===== config.mk =====
export PLATFORM = sky130hd
export DESIGN_NAME = cpurf_core
export DESIGN_NICKNAME = d
export VERILOG_FILES = /design/src/inc/cpurf_pkg.sv /design/src/hw/cpurf_core.sv
export SDC_FILE = /design/constraint.sdc
export NUM_CORES = 1
export LEC_CHECK = 0
export ABC_AREA = 1
export BUFFER_PORTS_ARGS = -buffer_cell sky130_fd_sc_hd__buf_4
export CORE_MARGIN = 4
export CORE_UTILIZATION = 55
export DETAILED_ROUTE_END_ITERATION = 12
export PLACE_DENSITY = 0.78
export SETUP_SLACK_MARGIN = 0.02
export SLEW_MARGIN = 10
export SYNTH_ARGS = -nofsm -noshare
export SYNTH_HDL_FRONTEND = slang
export SYNTH_SLANG_ARGS = --single-unit
export TNS_END_PERCENT = 100

===== constraint.sdc =====
create_clock -name sys_clk -period 12 [get_ports sys_clk]
set_input_delay 2.4 -clock sys_clk [delete_from_list [all_inputs] [get_ports sys_clk]]
set_output_delay 2.4 -clock sys_clk [all_outputs]
set_load 0.1 [all_outputs]

===== src/inc/cpurf_pkg.sv =====
// cpurf_pkg: constants and carrier types for the cpu register file and flags block.
// assumes a single 200 MHz system clock and a datapath that issues one request per cycle.
package cpurf_pkg;

	localparam int DATA_W = 8;
	localparam int WORD_W = 16;
	localparam int REG_IDX_W = 3;
	localparam int FLAGS_W = 8;

	// condition_flags field positions
	localparam int FLG_IMASK = 7;
	localparam int FLG_USER1 = 6;
	localparam int FLG_HALF = 5;
	localparam int FLG_USER0 = 4;
	localparam int FLG_NEG = 3;
	localparam int FLG_ZERO = 2;
	localparam int FLG_OVF = 1;
	localparam int FLG_CARRY = 0;

	localparam logic [2:0] STACK_PAIR = 3'h7;
	localparam logic [15:0] RESET_VECTOR_ADDR = 16'h0000;
	localparam logic [7:0] FLAGS_RESET = 8'h80;
	localparam logic [15:0] WORD_EVEN_MASK = 16'hfffe;
	localparam logic [15:0] STACK_STEP = 16'h0002;

	// register add/sub latency: 0.25 us at 8 MHz is two states
	localparam int ADDSUB_NS = 250;
	localparam int REF_CLK_MHZ = 8;
	localparam int ADDSUB_STATES = (ADDSUB_NS * REF_CLK_MHZ) / 1000;

	// alu operation codes
	typedef enum logic [3:0] {
		CPURF_OP_NONE,
		CPURF_OP_ADD,
		CPURF_OP_ADDX,
		CPURF_OP_SUB,
		CPURF_OP_SUBX,
		CPURF_OP_CMP,
		CPURF_OP_NEG,
		CPURF_OP_LOGIC,
		CPURF_OP_SHL,
		CPURF_OP_SHR,
		CPURF_OP_DAA,
		CPURF_OP_DAS,
		CPURF_OP_MOV
	} cpurf_op_type;

	// flag register software operations
	typedef enum logic [2:0] {
		CPURF_FOP_NONE,
		CPURF_FOP_LOAD,
		CPURF_FOP_AND,
		CPURF_FOP_OR,
		CPURF_FOP_XOR
	} cpurf_fop_type;

	// operand size of a register access
	typedef enum logic [1:0] {
		CPURF_SZ_HIGH,
		CPURF_SZ_LOW,
		CPURF_SZ_WORD
	} cpurf_size_type;

	typedef struct packed {
		logic valid;
		cpurf_op_type op;
		cpurf_size_type size;
		logic [2:0] dstIdx;
		logic [2:0] srcIdx;
		cpurf_size_type srcSize;
		logic useImm;
		logic [15:0] imm;
	} cpurf_alu_req_type;

	typedef struct packed {
		logic valid;
		cpurf_size_type size;
		logic [2:0] idx;
		logic [15:0] data;
	} cpurf_wr_req_type;

	typedef struct packed {
		logic branchN;
		logic branchZ;
		logic branchV;
		logic branchC;
	} cpurf_cond_type;

endpackage


===== src/hw/cpurf_core.sv =====
// cpurf_core: general registers, stack pointer, program counter and condition flags.
// assumes requests come from the execution datapath on sys_clk; no bus, ports only.
// alu requests take ADDSUB_STATES cycles; plain writes and flag ops take one.

// Notes on behaviour
// - sixteen byte registers, paired into eight 16-bit registers.
// - pairs readable and writable as word, or as upper or lower byte.
// - address outputs always use the full 16-bit register pair.
// - pair seven doubles as stack pointer, stepped by exception entry and calls.
// - program counter holds next instruction address, bit 0 read as zero.
// - flags loaded, stored, and, or, xor by software instructions.
// - bit 7 masks interrupts; set automatically at exception entry.
// - bits 6 and 4 are user bits holding written values only.
// - byte arithmetic sets half-carry from carry or borrow out of bit 3.
// - word add, subtract, compare set half-carry from bit 11.
// - negative flag copies the result sign bit.
// - zero flag set on zero result, cleared otherwise.
// - overflow flag set on arithmetic overflow, kept by decimal adjust, cleared otherwise.
// - carry records add carry, subtract borrow, or bit shifted out.
// - carry flag is the bit accumulator for bit manipulation.
// - branch conditions come from negative, zero, overflow and carry flags.
// - decimal adjust instructions read the half-carry flag.
// - reset loads counter from vector word at address zero, sets mask.
// - other flags are cleared by reset; general registers are left uninitialised.
// - program counter and addresses cover a 64 kilobyte space.
// - register add or subtract completes in two states.
// - frequent operations complete within two to four states.
module cpurf_core
	import cpurf_pkg::*;
#(
	parameter int LATENCY = ADDSUB_STATES
) (
	// clock and reset
	input wire logic sys_clk,
	input wire logic rst,
	// reset vector fetch
	output logic vecReq,
	output logic [15:0] vecAddr,
	input wire logic vecValid,
	input wire logic [15:0] vecData,
	// alu request and answer
	input wire cpurf_alu_req_type aluReq,
	output logic aluBusy,
	output logic aluDone,
	output logic [15:0] aluResult,
	// plain register write and reads
	input wire cpurf_wr_req_type wrReq,
	input wire logic [2:0] rdIdx,
	input wire cpurf_size_type rdSize,
	output logic [15:0] rdData,
	input wire logic [2:0] addrIdx,
	output logic [15:0] addrOut,
	// stack and program counter
	input wire logic excEntry,
	input wire logic subCall,
	input wire logic subRet,
	input wire logic pcLoad,
	input wire logic [15:0] pcLoadVal,
	input wire logic pcStep,
	output logic [15:0] nextInstrPointer,
	output logic [15:0] stackTopPointer,
	// condition flags
	input wire cpurf_fop_type flagOp,
	input wire logic [7:0] flagImm,
	input wire logic bitAccWr,
	input wire logic bitAccVal,
	output logic [7:0] conditionFlags,
	output logic intMasked,
	output cpurf_cond_type branchCond,
	output logic bitAcc,
	output logic cpuReady
);

	////////////////////////////////////////////////////////////////////////////
	// helpers

	function automatic logic [15:0] readPair(input logic [7:0] hi, input logic [7:0] lo,
		input cpurf_size_type sz);
		if (sz == CPURF_SZ_WORD) begin
			return {hi, lo};
		end else if (sz == CPURF_SZ_HIGH) begin
			return {8'h00, hi};
		end else begin
			return {8'h00, lo};
		end
	endfunction

	////////////////////////////////////////////////////////////////////////////
	// state

	typedef enum {ST_VECTOR, ST_RUN, ST_ALU} cpurf_state_type;

	cpurf_state_type state_r, state_nxt;
	logic [7:0] gprHigh_r [8];
	logic [7:0] gprLow_r [8];
	logic [7:0] gprHigh_nxt [8];
	logic [7:0] gprLow_nxt [8];
	logic [15:0] pc_r, pc_nxt;
	logic [7:0] flags_r, flags_nxt;
	logic [3:0] cnt_r, cnt_nxt;
	cpurf_alu_req_type held_r, held_nxt;
	logic [15:0] res_r, res_nxt;
	logic done_r, done_nxt;

	////////////////////////////////////////////////////////////////////////////
	// alu on the held request

	logic [15:0] opA, opB, aluRes;
	logic [16:0] sum;
	logic [4:0] nibSum;
	logic [12:0] lowSum;
	logic isWord, isSub, carryIn, cOut, hOut, vOut, signBit;

	always_comb begin
		isWord = (held_r.size == CPURF_SZ_WORD);
		opA = readPair(gprHigh_r[held_r.dstIdx], gprLow_r[held_r.dstIdx], held_r.size);
		opB = held_r.useImm ? held_r.imm
			: readPair(gprHigh_r[held_r.srcIdx], gprLow_r[held_r.srcIdx], held_r.srcSize);
		if (held_r.op == CPURF_OP_NEG) begin
			opB = opA;
			opA = 16'h0000;
		end
		isSub = (held_r.op == CPURF_OP_SUB) || (held_r.op == CPURF_OP_SUBX)
			|| (held_r.op == CPURF_OP_CMP) || (held_r.op == CPURF_OP_NEG);
		carryIn = ((held_r.op == CPURF_OP_ADDX) || (held_r.op == CPURF_OP_SUBX))
			? flags_r[FLG_CARRY] : 1'b0;
		// subtraction as a + ~b + 1 - borrow; carry out inverted gives borrow
		if (isSub) begin
			sum = {1'b0, opA} + {1'b0, ~opB} + {16'h0000, ~carryIn};
			nibSum = {1'b0, opA[3:0]} + {1'b0, ~opB[3:0]} + {4'h0, ~carryIn};
			lowSum = {1'b0, opA[11:0]} + {1'b0, ~opB[11:0]} + {12'h000, ~carryIn};
		end else begin
			sum = {1'b0, opA} + {1'b0, opB} + {16'h0000, carryIn};
			nibSum = {1'b0, opA[3:0]} + {1'b0, opB[3:0]} + {4'h0, carryIn};
			lowSum = {1'b0, opA[11:0]} + {1'b0, opB[11:0]} + {12'h000, carryIn};
		end
		aluRes = isWord ? sum[15:0] : {8'h00, sum[7:0]};
		cOut = isWord ? sum[16] : (sum[8] ^ opA[8] ^ opB[8] ^ isSub);
		cOut = cOut ^ isSub;
		hOut = (isWord ? lowSum[12] : nibSum[4]) ^ isSub;
		signBit = isWord ? aluRes[15] : aluRes[7];
		vOut = isWord
			? ((opA[15] == (opB[15] ^ isSub)) && (aluRes[15] != opA[15]))
			: ((opA[7] == (opB[7] ^ isSub)) && (aluRes[7] != opA[7]));
		case (held_r.op)
			CPURF_OP_LOGIC, CPURF_OP_MOV: begin
				aluRes = isWord ? opB : {8'h00, opB[7:0]};
				cOut = flags_r[FLG_CARRY];
				hOut = flags_r[FLG_HALF];
				vOut = 1'b0;
			end
			CPURF_OP_SHL: begin
				aluRes = {8'h00, opA[6:0], 1'b0};
				cOut = opA[7];
				hOut = flags_r[FLG_HALF];
				vOut = 1'b0;
			end
			CPURF_OP_SHR: begin
				aluRes = {8'h00, 1'b0, opA[7:1]};
				cOut = opA[0];
				hOut = flags_r[FLG_HALF];
				vOut = 1'b0;
			end
			CPURF_OP_DAA, CPURF_OP_DAS: begin
				// packed decimal correction driven by half-carry and carry
				aluRes = {8'h00, opA[7:0]};
				cOut = flags_r[FLG_CARRY];
				if (flags_r[FLG_HALF] || (held_r.op == CPURF_OP_DAA && opA[3:0] > 4'h9)) begin
					aluRes[7:0] = (held_r.op == CPURF_OP_DAA) ? aluRes[7:0] + 8'h06
						: aluRes[7:0] - 8'h06;
				end
				if (flags_r[FLG_CARRY] || (held_r.op == CPURF_OP_DAA && opA[7:0] > 8'h99)) begin
					aluRes[7:0] = (held_r.op == CPURF_OP_DAA) ? aluRes[7:0] + 8'h60
						: aluRes[7:0] - 8'h60;
					cOut = (held_r.op == CPURF_OP_DAA) ? 1'b1 : flags_r[FLG_CARRY];
				end
				hOut = flags_r[FLG_HALF];
				vOut = flags_r[FLG_OVF];
			end
			default: begin
			end
		endcase
		signBit = isWord ? aluRes[15] : aluRes[7];
	end

	////////////////////////////////////////////////////////////////////////////
	// next state

	always_comb begin
		state_nxt = state_r;
		gprHigh_nxt = gprHigh_r;
		gprLow_nxt = gprLow_r;
		pc_nxt = pc_r;
		flags_nxt = flags_r;
		cnt_nxt = cnt_r;
		held_nxt = held_r;
		res_nxt = res_r;
		done_nxt = 1'b0;
		case (state_r)
			ST_VECTOR: begin
				if (vecValid) begin
					pc_nxt = vecData & WORD_EVEN_MASK;
					state_nxt = ST_RUN;
				end
			end
			ST_RUN: begin
				if (wrReq.valid) begin
					// byte writes touch one half only
					if (wrReq.size != CPURF_SZ_LOW) begin
						gprHigh_nxt[wrReq.idx] = (wrReq.size == CPURF_SZ_WORD)
							? wrReq.data[15:8] : wrReq.data[7:0];
					end
					if (wrReq.size != CPURF_SZ_HIGH) begin
						gprLow_nxt[wrReq.idx] = wrReq.data[7:0];
					end
				end
				if (aluReq.valid) begin
					held_nxt = aluReq;
					cnt_nxt = 4'(LATENCY - 1);
					state_nxt = ST_ALU;
				end
				// software flag ops
				case (flagOp)
					CPURF_FOP_LOAD: flags_nxt = flagImm;
					CPURF_FOP_AND: flags_nxt = flags_r & flagImm;
					CPURF_FOP_OR: flags_nxt = flags_r | flagImm;
					CPURF_FOP_XOR: flags_nxt = flags_r ^ flagImm;
					default: begin
					end
				endcase
				if (bitAccWr) begin
					flags_nxt[FLG_CARRY] = bitAccVal;
				end
				// stack pointer stepped by hardware
				if (excEntry || subCall) begin
					{gprHigh_nxt[STACK_PAIR], gprLow_nxt[STACK_PAIR]} =
						{gprHigh_r[STACK_PAIR], gprLow_r[STACK_PAIR]} - STACK_STEP;
				end else if (subRet) begin
					{gprHigh_nxt[STACK_PAIR], gprLow_nxt[STACK_PAIR]} =
						{gprHigh_r[STACK_PAIR], gprLow_r[STACK_PAIR]} + STACK_STEP;
				end
				if (excEntry) begin
					flags_nxt[FLG_IMASK] = 1'b1; // hardware set wins
				end
				if (pcLoad) begin
					pc_nxt = pcLoadVal & WORD_EVEN_MASK;
				end else if (pcStep) begin
					pc_nxt = pc_r + STACK_STEP;
				end
			end
			ST_ALU: begin
				if (cnt_r != 4'h0) begin
					cnt_nxt = cnt_r - 4'h1;
				end else begin
					state_nxt = ST_RUN;
					done_nxt = 1'b1;
					res_nxt = aluRes;
					flags_nxt[FLG_NEG] = signBit;
					flags_nxt[FLG_ZERO] = isWord ? (aluRes == 16'h0000)
						: (aluRes[7:0] == 8'h00);
					flags_nxt[FLG_OVF] = vOut;
					flags_nxt[FLG_CARRY] = cOut;
					flags_nxt[FLG_HALF] = hOut;
					if (held_r.op != CPURF_OP_CMP) begin
						if (held_r.size != CPURF_SZ_LOW) begin
							gprHigh_nxt[held_r.dstIdx] = isWord ? aluRes[15:8] : aluRes[7:0];
						end
						if (held_r.size != CPURF_SZ_HIGH) begin
							gprLow_nxt[held_r.dstIdx] = aluRes[7:0];
						end
					end
				end
			end
			default: state_nxt = ST_VECTOR;
		endcase
	end

	// general registers have no reset on purpose
	always_ff @(posedge sys_clk) begin
		gprHigh_r <= gprHigh_nxt;
		gprLow_r <= gprLow_nxt;
		held_r <= held_nxt;
		res_r <= res_nxt;
	end

	always_ff @(posedge sys_clk) begin
		if (rst) begin
			state_r <= ST_VECTOR;
			pc_r <= 16'h0000;
			flags_r <= FLAGS_RESET;
			cnt_r <= 4'h0;
			done_r <= 1'b0;
		end else begin
			state_r <= state_nxt;
			pc_r <= pc_nxt;
			flags_r <= flags_nxt;
			cnt_r <= cnt_nxt;
			done_r <= done_nxt;
		end
	end

	////////////////////////////////////////////////////////////////////////////
	// outputs

	assign vecReq = (state_r == ST_VECTOR);
	assign vecAddr = RESET_VECTOR_ADDR;
	assign aluBusy = (state_r != ST_RUN);
	assign aluDone = done_r;
	assign aluResult = res_r;
	assign rdData = readPair(gprHigh_r[rdIdx], gprLow_r[rdIdx], rdSize);
	assign addrOut = {gprHigh_r[addrIdx], gprLow_r[addrIdx]};
	assign nextInstrPointer = pc_r & WORD_EVEN_MASK;
	assign stackTopPointer = {gprHigh_r[STACK_PAIR], gprLow_r[STACK_PAIR]};
	assign conditionFlags = flags_r;
	assign intMasked = flags_r[FLG_IMASK];
	assign branchCond = '{flags_r[FLG_NEG], flags_r[FLG_ZERO], flags_r[FLG_OVF],
		flags_r[FLG_CARRY]};
	assign bitAcc = flags_r[FLG_CARRY];
	assign cpuReady = (state_r != ST_VECTOR);

endmodule


======== After elaboration in Yosys (flattened, before gate mapping) ========
Cells that the tools add are included.
W data, S select, Z words.
storage, ports and cells
  bits in writable memories ............... 0
  memories kept ........................... 0
  register bits after elaboration ......... 236
  input bits .............................. 115
  word-level logic and storage cells ...... 282
  latch bits .............................. 0
  ROM bits ................................ 0
  output and inout port bits .............. 114
operators by class
  bitwise logic cells ..................... 21
  magnitude comparators ................... 9
  $mul .................................... 0
  equality and inequality tests ........... 50
  reduce and logical (&&, ||, !) cells .... 48
  add/subtract/negate cells ............... 20
  divide/modulo/power cells ............... 0
  muxes and demuxes ....................... 100
  shifts and indexed selects .............. 0
operator list
  operator                 number
  $mux W64                 10
  $bwmux W64               4
  $mux W8                  32
  $pmux W64 S2             2
  $bmux W8 S3              8
  $mux W16                 11
  $mux W32                 3
  $pmux W32 S3             1
  $logic_not A32 Y1        2
  $pmux W16 S4             1
  $demux W8 S3             2
  $add A16 B16 Y17         2
  $add A17 B1 Y17          2
  $add A16 B2 Y16 const B  2
  $eq A32 B1 Y1 const B    1
  $eq A32 B2 Y1 const B    1
  $ne A32 B2 Y1 const B    1
  $pmux W16 S2             1
  $pmux W8 S4              1
  $reduce_bool A32 Y1      1
  $reduce_and A6 Y1        5
  $add A12 B12 Y13         2
  $add A13 B1 Y13          2
  $ne A2 B2 Y1 const B     13
  58 further kinds         138

======== Logic depth before layout (Yosys ltp) ========
  depth in word-level cells ............... 22
  depth in mapped cells ................... 34

======== Worst setup path before layout ========
Ideal clock, no wire load.
  kind .................................... input to output
  from .................................... in rdIdx[1]
  to ...................................... out rdData[1]
  path slack .............................. 4.220 ns
  path buffers ............................ 2
  required time ........................... 9.600 ns
  data arrival time ....................... 5.380 ns
  stages .................................. 6
  cell sequence ........................... clkbuf_1 buf_1 o211ai_1 nand3_1 o21ai_0 o21ai_0
between the ends
  longest elaborated chain between the ends .. 6
  elaborated cells between the ends (all ways) .. 9
RTL lines
  item                                         RTL line           source
  start: declaration                           cpurf_core.sv:48   input wire logic [2:0] rdIdx,
  $not A3 Y4 (not written as such) *           cpurf_core.sv:310  assign rdData = readPair(gprHigh_r[rdIdx], gprLow_r[rdIdx], rdSize);
  $bmux W8 S3                                  cpurf_core.sv:310
  $mux W8 (not written as such) (2 in series)  cpurf_core.sv:310
  $mux W8                                      cpurf_core.sv:81   end else if (sz == CPURF_SZ_HIGH) begin
  $mux W16 *                                   cpurf_core.sv:79   if (sz == CPURF_SZ_WORD) begin
  end: declaration                             cpurf_core.sv:50   output logic [15:0] rdData,
Mark *: on every way between the ends. The rest lies on a longest branch, timed or not. The select of a mux whose other input is x is not followed.

======== Final worst setup path ========
  from .................................... in rdIdx[1]
  to ...................................... out rdData[5]
Same word-level chain as after synthesis.

==> flow_metrics.env <==
export IMPL_crit_path_start="rdIdx[1]"
export IMPL_net_switching_power_mw=2.71
export IMPL_wire_per_inst_um=24.5
export IMPL_cts_max_path_buffers=3
export IMPL_drc=0
export IMPL_power_mw=4.74
export IMPL_worst_ir_drop_vdd_v=0.000295
export IMPL_power_density_mw_per_mm2=231
export IMPL_async_reset_ff_share_pct=0
export IMPL_p_comb_share_pct=61.0
export IMPL_dr_pass1_iters=7
export IMPL_timing_fmax_ghz=0.127
export IMPL_power_frac_seq_pct=23.3
export IMPL_grt_pass1_wl_um=118000
export IMPL_fp_coreArea_mm2=0.0326
export IMPL_diodes=0
export IMPL_vias=21100
export IMPL_critPathTopFamily="buffers and inverters"
export IMPL_cp_common_cell="o21ai_0"
export IMPL_grt_overflow_total=0
export IMPL_yosysTopAreaCell="edfxtp_1"
export IMPL_post_cts_buffers=0
export IMPL_grt_max_degree=69
export IMPL_detail_route_antenna_nets=0
export IMPL_maxCapViolations=0
export IMPL_grt_pass1_vias=19700
export IMPL_cp_num_buf_inv=3
export IMPL_die_w_um=190
export IMPL_required_ns=9.60
export IMPL_synth_top_area_share_pct=28.8
export IMPL_syn_area_mm2=0.0183
export IMPL_syn_avg_cell_area_um2=6.83
export IMPL_worst_path_max_fanout=39
export IMPL_syn2layout_area_growth_pct=12.3
export IMPL_antenna_found_initial=2
export IMPL_rr_worst_depth=22
export IMPL_cts_root_buf="clkbuf_16"
export IMPL_ys_seq_area_share_pct=32.1
export IMPL_outcome="completed"
export IMPL_ctsHoldBuffers=0
export IMPL_final_nets=2958
export IMPL_cp_depth=8
export IMPL_rows=66
export IMPL_layout_cells_non_filler=3234
export IMPL_p_int_mw=2.03
export IMPL_synth_most_common_cell="nand2_1"
export IMPL_path_cells="buf_4 > clkinv_1 > o21ai_0 > a21oi_1 > o21ai_0 > nand2_1 > o21ai_0 > buf_4"
export IMPL_min_period_over_period_pct=65.6
export IMPL_synthCells=2672
export IMPL_slowest_stage="clkinv_1"
export IMPL_cellLeakagePower_nw=8.97
export IMPL_grt_usage_pct=42.2
export IMPL_post_dp_hpwl_um=57200
export IMPL_tightest_slew_ns=1.27
export IMPL_finalSetupTns_ns=0
export IMPL_cts_num_sinks=205
export IMPL_hold_class="flip-flop to flip-flop"
export IMPL_die_area_mm2=0.0362
export IMPL_ff2ff_setup_slack_ns=5.66
export IMPL_synth_edf_count=175
export IMPL_ioPinCount=229
export IMPL_cts_resized=0
export IMPL_cp_arrival_ns=5.48
export IMPL_max_slew_margin_pct=15.3
export IMPL_start_kind="primary input"
export IMPL_gp_congestion=0.999
export IMPL_die_h_um=190
export IMPL_cts_buffers_inserted=25
export IMPL_cpPeakStageDelay_ns=1.04
export IMPL_switching_share_pct=57.2
export IMPL_synth_distinct_cells=58
export IMPL_placed_cells=3192
export IMPL_pwr_share_clk_pct=15.6
export IMPL_vias_per_cell=6.54
export IMPL_io_buffers=209
export IMPL_cp_endpoint="rdData[5]"
export IMPL_cp_end_kind="output port"
export IMPL_yosys_warnings=0
export IMPL_cts_tree="done"
export IMPL_start_util_pct=56.0
export IMPL_synth_area_leaders="edfxtp_1 29%, nand2_1 11%, o21ai_0 9.6%"
export IMPL_clk_latency_ns=0.54
export IMPL_setup_viol=0
export IMPL_regToRegEndpoint="gprHigh_r[40]"
export IMPL_synthTopCellsByCount="533 x nand2_1, 349 x o21ai_0, 302 x inv_1, 279 x a21oi_1, 199 x nor2_1"
export IMPL_drt_iter0_markers=2885
export IMPL_r2r_start="held_r[19]"
export IMPL_path_class="primary input to output port"
export IMPL_fin_skew_ns=0.0165
export IMPL_hold_viol=0
export IMPL_synth_top_flop_cell="edfxtp_1"
export IMPL_drive_above_1_share_pct=12.2
export IMPL_htreeDepth=1
export IMPL_wl_um=79300
export IMPL_synth_seq_cells=205
export IMPL_period_needed_ns=7.88
export IMPL_rsz0062_at_grt="no"
export IMPL_clk_pin_slew_ns=0.06
export IMPL_maxSlewViolCount=0
-- through the flow --
step / hold slack (ns) / setup WS (ns) / instance area [µm²] / utilization [%]
floorplan: 0.473 / 4.22 / 18300 / -
global placement: 0.489 / 4.46 / 19700 / 60.5
detailed placement: 0.501 / 4.47 / 19700 / 60.5
CTS: 0.525 / 4.46 / 20500 / 62.9
global route: 0.569 / 4.16 / 20500 / 62.9
finish: 0.532 / 4.12 / 20500 / 62.9
-- worst min-delay path by stage --
stage | from | endpoint | slack (ns) | cells after the start
after global placement | cnt_r[1] | cnt_r[1] | 0.49 | 2
after floorplan | state_r[1] | state_r[1] | 0.47 | 2
final | pc_r[2] | pc_r[2] | 0.53 | 2
after CTS | cnt_r[3] | cnt_r[3] | 0.52 | 2
after global routing | cnt_r[3] | cnt_r[3] | 0.57 | 2
after detailed placement | state_r[1] | state_r[1] | 0.50 | 2
-- layout by cell type, fill, tap and decap left out, types with 5 or more instances in the layout --
master and n:
nand2_1 533, o21ai_0 349, inv_1 302, a21oi_1 278
buf_4 243, nor2_1 198, edfxtp_1 175, nand3_1 134
o22ai_1 111, ha_1 60, o211ai_1 40, nor3_1 33
dfxtp_1 30, nand4_1 29, a31oi_1 28, a221oi_1 25
clkbuf_16 25, clkinv_1 20, xor2_1 19, conb_1 17
nand3_2 14, o21ai_1 13, inv_2 12, nand2_2 9
nor2_2 8, fa_1 6, nor4_1 5, a211oi_1 5
a21o_1 5, clkinvlp_4 5
-- registers in the layout (all words and copies together), names as in the netlist --
| name | cells |
|---|---|
| conditionFlags | 8 |
| gprHigh_r | 56 |
| stackTopPointer | 16 |
| gprLow_r | 56 |
| aluDone | 1 |
| held_r | 31 |
| pc_r | 15 |
| state_r | 2 |
| aluResult | 16 |
| cnt_r | 4 |
-- power groups by stage --
stage          sequential, mW  clock [mW]  combinational (mW)
2_1_floorplan            1.28           0                1.82
3_3_place_gp             1.10           0                2.75
3_5_place_dp             1.10           0                2.80
4_1_cts                  1.09       0.733                2.81
5_1_grt                  1.11       0.762                3.06
6_report                 1.11       0.740                2.89
-- per-layer routing --
metal | vias to the layer above | GRT usage [%] | share of wire [%]
met5 | - | 0 | 0.010
li1 | 9381 | - | -
met3 | 308 | 12.7 | 15
met1 | 9683 | 56.4 | 38
met4 | 2 | 22.0 | 6.3
met2 | 1773 | 61.7 | 41
-- cell families (layout without fill, tap and decap cells) --
logic type | count (synthesis) | in the layout | share of synthesized area (%)
adders and majority gates | 66 | 66 | 4.77
and+or+nand+nor | 984 | 984 | 23.2
xor gates and xnor gates | 21 | 21 | 1.01
DFF | 205 | 205 | 32.1
other | 1 | 17 | 0.0205
AOI/OAI and AO/OA | 880 | 880 | 26.7
buffers and inverters | 515 | 619 | 12.2
-- worst min-delay path, cell delays in order, from the launching register on --
cell and delay [ns]:
dfxtp_1 0.33, inv_1 0.07, a221oi_1 0.07
-- final cells by class --
cell class | count | area, µm²
Clock buffer | 31 | 678
Clock inverter | 11 | 95.1
Fill cell | 2947 | 12100
Inverter | 334 | 1260
Multi-Input combinational cell | 1968 | 10200
Sequential cell | 205 | 5860
Tap cell | 442 | 553
Timing Repair Buffer | 243 | 1820
Note: power is estimated with default switching activity, not from simulation.
